$ cat src/core/kbi_regs.svh
// register indices, field positions, reset values and sizes of the keyboard interrupt block
`ifndef KBI_REGS_SVH
`define KBI_REGS_SVH

// ********************************************************************
// register indices (byte address is four times the index)
// ********************************************************************
`define KBI_IDX_STATUS_CTRL 8'h1B
`define KBI_IDX_PIN_ENABLE  8'h21
`define KBI_IDX_BRK_CTRL    8'h40
`define KBI_IDX_EVT_STATUS  8'h41
`define KBI_IDX_EVT_MASK    8'h42

// ********************************************************************
// kbd_status_control fields
// ********************************************************************
`define KBI_SC_SENS    0
`define KBI_SC_BLOCK   1
`define KBI_SC_ACK     2
`define KBI_SC_PENDING 3

// ********************************************************************
// break control and event fields
// ********************************************************************
`define KBI_BC_CLR_EN      0
`define KBI_EVT_LATCH      0
`define KBI_EVT_ACK_BLOCK  1

// ********************************************************************
// sizes and reset values
// ********************************************************************
`define KBI_PINS      5
`define KBI_EVT_W     2
`define KBI_RST_BYTE  8'h00
`define KBI_RST_PINS  5'h1F
`define KBI_RST_EVT   2'h0

`endif

$ cat src/core/kbi_pkg.sv
// shared types of the keyboard interrupt block
package kbi_pkg;

  typedef logic [4:0] kbi_pins_t;

  typedef enum logic [1:0] {
    KBI_WB_IDLE = 2'b01,
    KBI_WB_ACK  = 2'b10
  } kbi_wb_state_t;

endpackage

$ cat src/core/kbi_sync.sv
// two-stage synchroniser for the keyboard pins
`timescale 1ns/10ps
`default_nettype none
`include "kbi_regs.svh"

module kbi_sync (
  input  wire logic             clk,
  input  wire logic             rst_n,
  input  wire kbi_pkg::kbi_pins_t pin_in,
  output kbi_pkg::kbi_pins_t      pin_sync
);

  kbi_pkg::kbi_pins_t meta_ff;
  kbi_pkg::kbi_pins_t sync_ff;

  // pins idle high through the pullups, so reset to the idle level
  genvar gi;
  generate
    for (gi = 0; gi < `KBI_PINS; gi = gi + 1) begin : g_pin
      always_ff @(posedge clk) begin
        if (!rst_n) begin
          meta_ff[gi] <= 1'b1;
          sync_ff[gi] <= 1'b1;
        end else begin
          meta_ff[gi] <= pin_in[gi];
          sync_ff[gi] <= meta_ff[gi];
        end
      end
    end
  endgenerate

  assign pin_sync = sync_ff;

endmodule
`default_nettype wire

$ cat src/core/kbi_top.sv
// keyboard interrupt block: five pins, request latch, mask, break protection, wake and event interrupt
// ********************************************************************
// What this block does
// - latch a request when an enabled pin falls while all enabled pins were high
// - edge-only mode: vector fetch or software acknowledge clears the request at once
// - edge-and-level mode: clear needs acknowledge and all enabled pins high, any order
// - an enabled pin gets its pullup on and is forced to input
// - logic runs in wait; an unmasked request wakes the processor
// - logic runs in stop; an unmasked request wakes the processor
// - with break clear enabled, an acknowledge in break clears and stays cleared
// - with break clear disabled, a software acknowledge in break keeps the request and sets the ack-block event
// - upper four bits of the status and control register read zero
// - pending flag reads the request regardless of the mask; reset clears it
// - writing one to acknowledge clears the request; it reads zero always
// - mask bit set blocks requests from the processor; reset clears it
// - sensitivity bit: one is edges plus low level, zero edges only
// - five pin enables admit their pins when one; reset clears them
// ********************************************************************
`timescale 1ns/10ps
`default_nettype none
`include "kbi_regs.svh"

module kbi_top (
  input  wire logic               CORE_CLK,
  input  wire logic               NRST,
  input  wire logic               WB_CYC_I,
  input  wire logic               WB_STB_I,
  input  wire logic               WB_WE_I,
  input  wire logic [9:0]         WB_ADR_I,
  input  wire logic [3:0]         WB_SEL_I,
  input  wire logic [31:0]        WB_DAT_I,
  output logic      [31:0]        WB_DAT_O,
  output logic                    WB_ACK_O,
  input  wire kbi_pkg::kbi_pins_t KBD_PIN_IN,
  output kbi_pkg::kbi_pins_t      PIN_PULLUP_EN,
  output kbi_pkg::kbi_pins_t      PIN_FORCE_INPUT,
  input  wire logic               VECTOR_FETCH_ACK,
  input  wire logic               BREAK_ACTIVE,
  input  wire logic               CPU_WAIT,
  input  wire logic               CPU_STOP,
  output logic                    KBD_IRQ,
  output logic                    WAKE_REQ,
  output logic                    EVT_IRQ
);

  // ********************************************************************
  // declarations
  // ********************************************************************
  kbi_pkg::kbi_pins_t      pin_sync;
  kbi_pkg::kbi_pins_t      pin_irq_enable_bits_ff;
  logic                    trigger_sensitivity_ff;
  logic                    kbd_irq_block_ff;
  logic                    break_clear_enable_ff;
  logic                    req_ff;
  logic                    nxt_req;
  logic                    ack_pend_ff;
  logic                    nxt_ack_pend;
  logic                    any_low_ff;
  logic                    any_low;
  logic                    latch_evt;
  logic                    sw_ack;
  logic                    ack_blocked;
  logic                    ack_any;
  logic                    ack_done;
  logic [`KBI_EVT_W-1:0]   evt_sts_ff;
  logic [`KBI_EVT_W-1:0]   evt_mask_ff;
  logic [`KBI_EVT_W-1:0]   evt_set;
  logic [`KBI_EVT_W-1:0]   evt_clr;
  logic                    kbd_irq_ff;
  logic                    wake_ff;
  logic                    evt_irq_ff;
  logic                    wr_stb;
  logic [7:0]              reg_idx;
  logic [7:0]              wr_data;
  logic [7:0]              rd_data;
  logic                    wr_sc;
  logic                    wr_pe;
  logic                    wr_bc;
  logic                    wr_es;
  logic                    wr_em;

  // ********************************************************************
  // pin synchroniser and bus front end
  // ********************************************************************
  kbi_sync u_sync (
    .clk      (CORE_CLK),
    .rst_n    (NRST),
    .pin_in   (KBD_PIN_IN),
    .pin_sync (pin_sync)
  );

  kbi_wb_slave u_wb (
    .clk     (CORE_CLK),
    .rst_n   (NRST),
    .cyc     (WB_CYC_I),
    .stb     (WB_STB_I),
    .we      (WB_WE_I),
    .adr     (WB_ADR_I),
    .sel     (WB_SEL_I),
    .dat_i   (WB_DAT_I),
    .rd_data (rd_data),
    .dat_o   (WB_DAT_O),
    .ack     (WB_ACK_O),
    .wr_stb  (wr_stb),
    .reg_idx (reg_idx),
    .wr_data (wr_data)
  );

  assign wr_sc = wr_stb && (reg_idx == `KBI_IDX_STATUS_CTRL);
  assign wr_pe = wr_stb && (reg_idx == `KBI_IDX_PIN_ENABLE);
  assign wr_bc = wr_stb && (reg_idx == `KBI_IDX_BRK_CTRL);
  assign wr_es = wr_stb && (reg_idx == `KBI_IDX_EVT_STATUS);
  assign wr_em = wr_stb && (reg_idx == `KBI_IDX_EVT_MASK);

  // ********************************************************************
  // control registers
  // ********************************************************************
  always_ff @(posedge CORE_CLK) begin
    if (!NRST) begin
      trigger_sensitivity_ff <= 1'b0;
      kbd_irq_block_ff       <= 1'b0;
    end else if (wr_sc) begin
      trigger_sensitivity_ff <= wr_data[`KBI_SC_SENS];
      kbd_irq_block_ff       <= wr_data[`KBI_SC_BLOCK];
    end
  end

  always_ff @(posedge CORE_CLK) begin
    if (!NRST) begin
      pin_irq_enable_bits_ff <= 5'h00;
    end else if (wr_pe) begin
      pin_irq_enable_bits_ff <= wr_data[4:0];
    end
  end

  always_ff @(posedge CORE_CLK) begin
    if (!NRST) begin
      break_clear_enable_ff <= 1'b0;
    end else if (wr_bc) begin
      break_clear_enable_ff <= wr_data[`KBI_BC_CLR_EN];
    end
  end

  // ********************************************************************
  // request detection and clearing
  // ********************************************************************
  // disabled pins are excluded before the all-high test
  assign any_low   = |(~pin_sync & pin_irq_enable_bits_ff);
  assign latch_evt = any_low && !any_low_ff;

  // the acknowledge bit is write-only: it is a strobe, never stored
  assign sw_ack      = wr_sc && wr_data[`KBI_SC_ACK];
  assign ack_blocked = sw_ack && BREAK_ACTIVE && !break_clear_enable_ff;
  assign ack_any     = VECTOR_FETCH_ACK || (sw_ack && !ack_blocked);
  assign ack_done    = ack_any || ack_pend_ff;

  // a new falling edge in the acknowledge cycle wins and relatches
  always_comb begin
    if (trigger_sensitivity_ff) begin
      nxt_req      = latch_evt || (req_ff && !(ack_done && !any_low));
      nxt_ack_pend = nxt_req && !latch_evt && ack_done;
    end else begin
      nxt_req      = latch_evt || (req_ff && !ack_any);
      nxt_ack_pend = 1'b0;
    end
  end

  always_ff @(posedge CORE_CLK) begin
    if (!NRST) begin
      req_ff      <= 1'b0;
      ack_pend_ff <= 1'b0;
      any_low_ff  <= 1'b0;
    end else begin
      req_ff      <= nxt_req;
      ack_pend_ff <= nxt_ack_pend;
      any_low_ff  <= any_low;
    end
  end

  // ********************************************************************
  // event status, mask and interrupt output
  // ********************************************************************
  assign evt_set = {ack_blocked, latch_evt};
  assign evt_clr = wr_es ? wr_data[`KBI_EVT_W-1:0] : `KBI_RST_EVT;

  always_ff @(posedge CORE_CLK) begin
    if (!NRST) begin
      evt_sts_ff <= `KBI_RST_EVT;
    end else begin
      evt_sts_ff <= (evt_sts_ff & ~evt_clr) | evt_set;
    end
  end

  always_ff @(posedge CORE_CLK) begin
    if (!NRST) begin
      evt_mask_ff <= `KBI_RST_EVT;
    end else if (wr_em) begin
      evt_mask_ff <= wr_data[`KBI_EVT_W-1:0];
    end
  end

  // ********************************************************************
  // outputs to the processor and the pads
  // ********************************************************************
  // the logic is never clock-gated, so wait and stop only steer the wake line
  always_ff @(posedge CORE_CLK) begin
    if (!NRST) begin
      kbd_irq_ff <= 1'b0;
      wake_ff    <= 1'b0;
      evt_irq_ff <= 1'b0;
    end else begin
      kbd_irq_ff <= req_ff && !kbd_irq_block_ff;
      wake_ff    <= req_ff && !kbd_irq_block_ff && (CPU_WAIT || CPU_STOP);
      evt_irq_ff <= |(evt_sts_ff & evt_mask_ff);
    end
  end

  assign KBD_IRQ         = kbd_irq_ff;
  assign WAKE_REQ        = wake_ff;
  assign EVT_IRQ         = evt_irq_ff;
  assign PIN_PULLUP_EN   = pin_irq_enable_bits_ff;
  assign PIN_FORCE_INPUT = pin_irq_enable_bits_ff;

  // ********************************************************************
  // read data mux
  // ********************************************************************
  always_comb begin
    rd_data = `KBI_RST_BYTE;
    unique case (reg_idx)
      `KBI_IDX_STATUS_CTRL: begin
        // upper nibble and the acknowledge bit stay zero
        rd_data[`KBI_SC_PENDING] = req_ff;
        rd_data[`KBI_SC_BLOCK]   = kbd_irq_block_ff;
        rd_data[`KBI_SC_SENS]    = trigger_sensitivity_ff;
      end
      `KBI_IDX_PIN_ENABLE: begin
        rd_data[4:0] = pin_irq_enable_bits_ff;
      end
      `KBI_IDX_BRK_CTRL: begin
        rd_data[`KBI_BC_CLR_EN] = break_clear_enable_ff;
      end
      `KBI_IDX_EVT_STATUS: begin
        rd_data[`KBI_EVT_W-1:0] = evt_sts_ff;
      end
      `KBI_IDX_EVT_MASK: begin
        rd_data[`KBI_EVT_W-1:0] = evt_mask_ff;
      end
      default: begin
        rd_data = `KBI_RST_BYTE;
      end
    endcase
  end
endmodule
`default_nettype wire

$ cat src/core/kbi_wb_slave.sv
// classic wishbone slave front end for the keyboard interrupt registers
`timescale 1ns/10ps
`default_nettype none
`include "kbi_regs.svh"

module kbi_wb_slave (
  input  wire logic        clk,
  input  wire logic        rst_n,
  input  wire logic        cyc,
  input  wire logic        stb,
  input  wire logic        we,
  input  wire logic [9:0]  adr,
  input  wire logic [3:0]  sel,
  input  wire logic [31:0] dat_i,
  input  wire logic [7:0]  rd_data,
  output logic      [31:0] dat_o,
  output logic             ack,
  output logic             wr_stb,
  output logic      [7:0]  reg_idx,
  output logic      [7:0]  wr_data
);

  kbi_pkg::kbi_wb_state_t state_ff;
  kbi_pkg::kbi_wb_state_t nxt_state;
  logic                   take;
  logic                   ack_ff;
  logic [31:0]            dat_ff;

  // the ack cycle separates two requests, so one access is taken once
  assign take    = cyc && stb && (state_ff == kbi_pkg::KBI_WB_IDLE);
  assign reg_idx = adr[9:2];
  assign wr_data = dat_i[7:0];
  assign wr_stb  = take && we && sel[0];

  always_comb begin
    nxt_state = state_ff;
    unique case (state_ff)
      kbi_pkg::KBI_WB_IDLE: begin
        if (take) begin
          nxt_state = kbi_pkg::KBI_WB_ACK;
        end
      end
      kbi_pkg::KBI_WB_ACK: begin
        nxt_state = kbi_pkg::KBI_WB_IDLE;
      end
      default: begin
        nxt_state = kbi_pkg::KBI_WB_IDLE;
      end
    endcase
  end

  always_ff @(posedge clk) begin
    if (!rst_n) begin
      state_ff <= kbi_pkg::KBI_WB_IDLE;
      ack_ff   <= 1'b0;
    end else begin
      state_ff <= nxt_state;
      ack_ff   <= take;
    end
  end

  // unmapped indices read as zero because the data mux defaults to zero
  always_ff @(posedge clk) begin
    if (!rst_n) begin
      dat_ff <= 32'h0000_0000;
    end else if (take && !we) begin
      dat_ff <= {24'h00_0000, rd_data};
    end else begin
      dat_ff <= 32'h0000_0000;
    end
  end

  assign ack   = ack_ff;
  assign dat_o = dat_ff;

endmodule
`default_nettype wire

$ cat config.mk
export PLATFORM = sky130hd
export DESIGN_NAME = kbi_top
export DESIGN_NICKNAME = d
export VERILOG_FILES = /design/src/core/kbi_pkg.sv /design/src/core/kbi_sync.sv /design/src/core/kbi_top.sv /design/src/core/kbi_wb_slave.sv
export VERILOG_INCLUDE_DIRS = /design/src /design/src/core
export SDC_FILE = /design/constraint.sdc
export NUM_CORES = 1
export LEC_CHECK = 0
export ABC_CLOCK_PERIOD_IN_PS = 1700
export BUFFER_PORTS_ARGS = -buffer_cell sky130_fd_sc_hd__buf_2
export CAP_MARGIN = 0
export CORE_MARGIN = 2
export CORE_UTILIZATION = 38
export DETAILED_ROUTE_END_ITERATION = 8
export GPL_ROUTABILITY_DRIVEN = 0
export PLACE_DENSITY = 0.81
export SLEW_MARGIN = 20
export SYNTH_ARGS = -nofsm -noshare
export SYNTH_HDL_FRONTEND = slang
export SYNTH_SLANG_ARGS = --single-unit
export TNS_END_PERCENT = 100
$ cat constraint.sdc
create_clock -name CORE_CLK -period 1.7 [get_ports CORE_CLK]
set_input_delay 0.51 -clock CORE_CLK [delete_from_list [all_inputs] [get_ports CORE_CLK]]
set_output_delay 0.51 -clock CORE_CLK [all_outputs]
set_load 0.03 [all_outputs]
* Word-level counts from Yosys, hierarchy flattened
Index checks and enable logic that the tools add are counted.
** Cells by class
- Equal/unequal tests :: 6
- Multiplexer cells :: 5
- Bitwise gates (word level) :: 6
- Reductions and logical operators :: 42
** Operators with widths (number)
- == test 8 x 7 -> 1 bit, second input constant :: 3
- logical AND 1 bit :: 22
- zero test 1 bit :: 9
- == test 8 x 5 -> 1 bit, second input constant :: 1
- == test 8 x 6 -> 1 bit, second input constant :: 1
- AND reduction 2 bit :: 3
- bitwise AND 5 bit :: 1
- logical OR 1 bit :: 5
- NOT 5 bit :: 1
- case mux 1 bit (5 select lines) :: 1
- OR reduction 5 bit :: 1
- bitwise AND 2 bit :: 2
- case mux 1 bit (4 select lines) :: 1
- AND reduction 3 bit :: 1
- == test 2 x 1 -> 1 bit, second input constant :: 1
- two-way mux 2 bit :: 1
- NOT 2 bit :: 1
- OR 2 bit :: 1
- case mux 1 bit (2 select lines) :: 1
- OR reduction 2 bit :: 1
- two-way mux 1 bit :: 1
** Storage, ports and cells
- Bits in registers :: 63
- Input port bits :: 60
- Output and inout bits :: 46

* Logic depth before layout (Yosys ltp)
Gate-level depths: netlist of run 1.
- Word-level depth :: 18
- Depth in mapped cells :: 5
- Depth with buffers taken out :: 4

* Modules after synthesis
Synthesis of run 1 repeated with hierarchy kept, for this count alone.
** Second synthesis, totals
- Cells, all modules :: 190
- Area total of the unflattened synthesis :: 1820.5 µm²
** Modules (own cells, without submodules)
- kbi_top :: times used 1, cells an instance 103, area an instance 927.1 µm²
- kbi_wb_slave :: times used 1, cells an instance 67, area an instance 630.6 µm²
- kbi_sync :: times used 1, cells an instance 20, area an instance 262.8 µm²

* Worst setup path before layout of run 1
Ideal clock, no wire load.
- Kind :: input port to flip-flop
- From :: input WB_ADR_I[9]
- To :: register kbd_irq_block_ff
- Library setup time :: 116 ps
- Arrival time :: 1548 ps
- Required time :: 1584 ps
- Setup slack :: 36 ps
- Stages on the path :: 4
- Path buffers :: 0
- Path through :: or4b_1 > nor4_4 > mux2i_1 > nor2b_1
** Between the ends
- Word-level cells in the longest chain between the ends :: 2
** Ends and longest elaborated chain
- start, declared :: line kbi_top.sv:29 : input wire logic [9:0] WB_ADR_I,
- == test 8 x 5 -> 1 bit
- logical AND 1 bit :: line kbi_top.sv:109 : assign wr_sc = wr_stb && (reg_idx == `KBI_IDX_STATUS_CTRL);
- end signal, assigned :: line kbi_top.sv:124 : kbd_irq_block_ff <= wr_data[`KBI_SC_BLOCK];
- end, declared :: line kbi_top.sv:52 : logic kbd_irq_block_ff;
Every way passes these cells.
A chain may end at the register's enable or synchronous reset.

* Final worst setup path of run 1
- From :: input WB_ADR_I[9]
- To :: register trigger_sensitivity_ff
** Between the ends
- Word-level cells in the longest chain between the ends :: 2
** Ends and longest elaborated chain
- == test 8 x 5 -> 1 bit
- logical AND 1 bit :: line kbi_top.sv:109
- end signal, assigned :: line kbi_top.sv:123 : trigger_sensitivity_ff <= wr_data[`KBI_SC_SENS];
- end, declared :: line kbi_top.sv:51 : logic trigger_sensitivity_ff;
Every way passes these cells.

==> metrics.txt, run 1 <==
sum of negative setup slack 0 ps; P per Cell Area 840.7 mW/mm²; Setup Crit Path Kind in -> reg; Internal 1.274 mW; post-synthesis area per instance 9.771 µm²; register area share after synthesis 42.64%; Switch Pwr 0.4244 mW; full die area 0.004998 mm²; area grow syn2layout 19.54%; # IOs 106; Final #Nets 289; # clock sinks 36; Root Driver clkbuf_8; peak supply drop 0.6347 mV; fin crit share 94.95%; fin cells 281; core footprint 0.004324 mm²; number of max-cap violations 0; Setup crit start kind input pin; Cell Area, Synth 0.001690 mm²; worst-skew pair later-pin latency 280 ps; sw frac 24.98%; remaining routing DRC violations 0; Hold WC Path Type in -> reg; Placed Cells 274; WP data arrival 1790 ps; crit end category register; final worst slack 85.83 ps; Post-Place Setup Slack -179.7 ps; clock tree buffer depth 2; Final Total Pwr 1.699 mW; PortBufs 46; Worst Path Max Fanout 4; cts bufs inserted 5; RSZ-0062 raised after global routing no; Final Skew 7.988 ps; xor and xnor area share after synthesis 0%; fill cell count 418; layout cell share with drive strength beyond 1 31.44%; Leak Pwr 0.9232 nW; Iteration-0 DRC Markers 72; Reg power frac 50.6%; initial antenna violation count 0; CTS tree built; Hold WS 398.9 ps; Total GRT Usage 13.98%; final WL 3367 µm; Ys Warns 0; mux cell area share after synthesis 6.588%; via count 1295; final setup violation count 0; status complete, no violations; CTS hold repair buffers 0; Antenna Diode Count 0; Die Y 70.70 µm; multi-input logic area 788.3 µm²; Slew Limit Fails 0; Clk pwr share 38.0%; commonest cells after routing, fill and taps aside buf_2, dfxtp_1, conb_1; f_max 619.5 MHz; hpwl dp 2514 µm; Tmin final 1614 ps; post-synthesis compound-gate area fraction 8.586%; post-cts sizing count 0; die width 70.70 µm; H-Tree Depth 2; largest net degree at the start of global routing 18; antenna violation net count after detailed routing 0; FP Rows 24; Synth Area in Simple Gates 25.46%; Reg clk slew, reported paths 70 ps; most common cell after layout, fill and taps aside buf_2; setup bufs post-CTS 0; largest family of logic cells by synthesized area simple AND/OR/NAND/NOR gates; CP required 1880 ps; synth unique cells 38; proportion of power drawn by combinational gates 11.4%; 1st-pass router iterations 4; final hold vios 0; Overflow after GRT 0; Cells after Synth 173; Initial Utilization 39.09%; FF/Latch Area 720.7 µm²; vias in the first global route 1186; first-pass GRT wire length 5395 µm; vias per cell 4.609; fraction of the mapped netlist area in adder cells 0%; Avg WL per Cell 11.98 µm; #FFs+latches synth 36
[power groups by stage]
stage | logic [mW] | registers (mW) | clock network, mW
detailed placement | 0.190 | 0.879 | 0
global route | 0.207 | 0.861 | 0.697
global placement | 0.189 | 0.879 | 0
CTS | 0.191 | 0.860 | 0.654
floorplan | 0.169 | 0.881 | 0
finish | 0.193 | 0.860 | 0.646
[per-layer routing]
metal | up-vias | part of all wire, % | GRT usage, %
met3 | 5 | 9.0 | 5.840
met2 | 69 | 46 | 22.33
met4 | 0 | 1.2 | 5.031
li1 | 646 | - | -
met1 | 575 | 44 | 16.92
met5 | - | 0 | 0
[path summary, 6_finish.rpt]
kind	from	end	slack, ps	depth (start not counted)
setup reg to reg	u_wb.state_ff[1]	trigger_sensitivity_ff	230	4
hold reg to reg	u_sync.meta_ff[1]	u_sync.pin_sync[1]	410	1
setup / recovery	WB_ADR_I[9]	trigger_sensitivity_ff	90	5
hold / removal	KBD_PIN_IN[0]	u_sync.meta_ff[0]	400	2
[worst max-delay path, stage by stage]
cell     delay, ps
buf_2          120
or4b_1         570
nor4_4         270
mux2i_1        250
nor2b_1         70
[through the flow]
stage	area [µm²]	utilization [%]
after CTS	2021	46.73
after global routing	2021	46.73
after detailed placement	1924	44.50
final	2021	46.73
after global placement	1924	44.50
after floorplan	1788	-
[registers in the layout (all words and copies together) (netlist names), 2 cells and up]
register / count
u_wb.dat_o: 5
PIN_FORCE_INPUT: 5
u_sync.pin_sync: 5
u_wb.state_ff: 2
evt_mask_ff: 2
u_sync.meta_ff: 5
evt_sts_ff: 2
[synth_stat cells, drive strengths merged]
cell / count / area, µm²
a211oi: 1 / 7.510
nor2b: 11 / 68.82
o21a: 1 / 7.510
a32o: 2 / 20.02
a22o: 1 / 8.760
and3: 2 / 12.51
a21oi: 2 / 10.01
and4: 1 / 8.760
mux2: 1 / 11.26
nand4b: 2 / 17.52
nor2: 5 / 18.77
and4b: 1 / 10.01
a2111oi: 1 / 15.01
nor4: 3 / 48.80
nand3: 2 / 10.01
o2111ai: 1 / 8.760
buf: 33 / 245.2
conb: 1 / 3.750
nand2: 15 / 56.30
mux2i: 10 / 100.1
and2: 3 / 18.77
nand3b: 2 / 15.01
o2bb2ai: 1 / 8.760
nor3: 3 / 15.01
nand4bb: 1 / 16.27
o22ai: 2 / 12.51
o41ai: 1 / 8.760
clkbuf: 3 / 11.26
nand2b: 10 / 62.56
a21boi: 1 / 7.510
inv: 6 / 22.52
or4b: 1 / 10.01
dfxtp: 36 / 720.7
nor4b: 3 / 41.29
a22oi: 4 / 30.03
[layout make-up]
class | instances | area share [%]
sequential | 36 | 35.67
tap | 52 | 3.220
inverter | 6 | 1.115
clock buffer | 7 | 4.768
timing repair buffer | 59 | 16.22
multi-input combinational | 121 | 39.01
[logic make-up after synthesis]
family                 Yosys count
AOI/OAI and AO/OA               18
buffers and inverters           42
DFF                             36
muxes                           11
other                            1
and+or+nand+nor                 65
No activity file was read; power rests on OpenSTA's default activity.
==> run 2: changes to the inputs <==
--- a/config.mk
+++ b/config.mk
@@ -14,6 +14,7 @@
 export DETAILED_ROUTE_END_ITERATION = 8
 export GPL_ROUTABILITY_DRIVEN = 0
 export PLACE_DENSITY = 0.81
+export RECOVER_POWER = 100
 export SLEW_MARGIN = 20
 export SYNTH_ARGS = -nofsm -noshare
 export SYNTH_HDL_FRONTEND = slang
==> run 2 against run 1 <==
Against the previous run:
- combinational power barely moved
- via count increased by 0.69%
- clock power about the same
- count of clock-buffer cells in the layout unchanged
- fmax grew 0.68%
==> metrics.txt, run 2 (synthesis results as in run 1) <==
status complete, no violations; layout cell share with drive strength beyond 1 22.27%; Tmin final 1603 ps; Initial Utilization 39.09%; R2R Setup Slk 230 ps; Root Driver clkbuf_8; WP depth 5; # IOs 106; vias in the first global route 1186; max incr delay on CP 580 ps; post-cts sizing count 0; full die area 0.004998 mm²; Final Skew 9.183 ps; final setup violation count 0; Overflow after GRT 0; 1st-pass router iterations 4; final worst slack 96.69 ps; Die Y 70.70 µm; via count 1304; first-pass GRT wire length 5395 µm; initial antenna violation count 0; CTS hold repair buffers 0; delay-heaviest family, CP simple AND/OR/NAND/NOR gates; reg2reg start u_wb.state_ff[1]; most common cell after layout, fill and taps aside dfxtp_1; Antenna Diode Count 0; core footprint 0.004324 mm²; Total GRT Usage 13.98%; final hold vios 0; Worst Path Max Fanout 4; Final #Nets 289; busiest layer in global routing met2; Hold Path Sink u_sync.meta_ff[0]; largest net degree at the start of global routing 18; Hold Path Stages 2; area grow syn2layout 17.54%; hpwl dp 2514 µm; Reg clk slew, reported paths 70 ps; remaining routing DRC violations 0; Layout Utilization 45.95%; Avg WL per Cell 12.07 µm; antenna violation net count after detailed routing 0; die width 70.70 µm; WP data arrival 1780 ps; Hold WC Path Type in -> reg; clock tree buffer depth 2; Buf+Inv Stages, Crit Path 1; number of max-cap violations 0; hold_sp KBD_PIN_IN[0]; cts bufs inserted 5; CTS tree built; sum of negative setup slack 0 ps; FP Rows 24; commonest cells after routing, fill and taps aside dfxtp_1, conb_1, buf_2; Slew Limit Fails 0; met1 usage 16.92%; Setup Crit Path Kind in -> reg; Final Total Pwr 1.698 mW; Leak Pwr 0.8310 nW; f_max 623.7 MHz; RSZ-0062 raised after global routing no; M3 GR Usage 5.840%; dpl cell area 0.001924 mm²; PortBufs 46; design area 0.001987 mm²; setup bufs post-CTS 0; worst-skew pair later-pin latency 290 ps; H-Tree Depth 2; Post-Place Setup Slack -179.7 ps; final WL 3392 µm; fin crit share 94.31%; RR Endpoint trigger_sensitivity_ff; vias per cell 4.641; peak supply drop 0.6382 mV; crit-path cells clkbuf_1, or4b_1, nor4_4, mux2i_1, nor2b_1; crit end category register; CP required 1880 ps; R2R cell count 4; met2 usage 22.33%; Iteration-0 DRC Markers 84; Slew headroom 60.14%; # clock sinks 36; Worst-Margin Slew 597.9 ps; Setup crit start kind input pin; Slowest-stage cell, CP or4b_1; P per Cell Area 854.8 mW/mm²
[run 2: cell type report]
| class | count | area [µm²] |
|---|---|---|
| inverter | 6 | 22.52 |
| clock buffer | 7 | 96.34 |
| sequential | 36 | 720.7 |
| fill | 437 | 2337 |
| tap | 52 | 65.06 |
| timing repair buffer | 59 | 294.0 |
| multi-input combinational | 121 | 788.3 |
[run 2: report_power, final]
group | internal (mW) | switching [mW] | leakage (nW)
clock network | 0.361 | 0.287 | 0.0503
registers | 0.857 | 0.00308 | 0.293
logic | 0.0546 | 0.136 | 0.488
[run 2: through the flow]
| stage | std cells | hold WS [ps] |
|---|---|---|
| floorplan | 199 | 386.3 |
| global placement | 274 | 390.8 |
| detailed placement | 274 | 391.7 |
| CTS | 281 | 393.8 |
| global route | 281 | 389.7 |
| finish | 281 | 397.4 |
[run 2: how the worst max path moves through the flow]
| stage | start | to | slack (ps) |
|---|---|---|---|
| final | WB_ADR_I[9] | trigger_sensitivity_ff | 100 |
| after global routing | WB_ADR_I[9] | trigger_sensitivity_ff | 40 |
| after CTS | WB_ADR_I[9] | trigger_sensitivity_ff | 90 |
| after detailed placement | WB_ADR_I[9] | kbd_irq_block_ff | -180 |
| after global placement | WB_ADR_I[9] | kbd_irq_block_ff | -180 |
| after floorplan | WB_ADR_I[9] | kbd_irq_block_ff | 40 |
[run 2: per-layer routing]
metal	vias to the layer above	share of wire, %	routed length (µm)
met3	6	8.9	301
met2	61	46	1563
met5	-	0	0
li1	651	-	-
met4	0	1.2	40
met1	586	44	1486
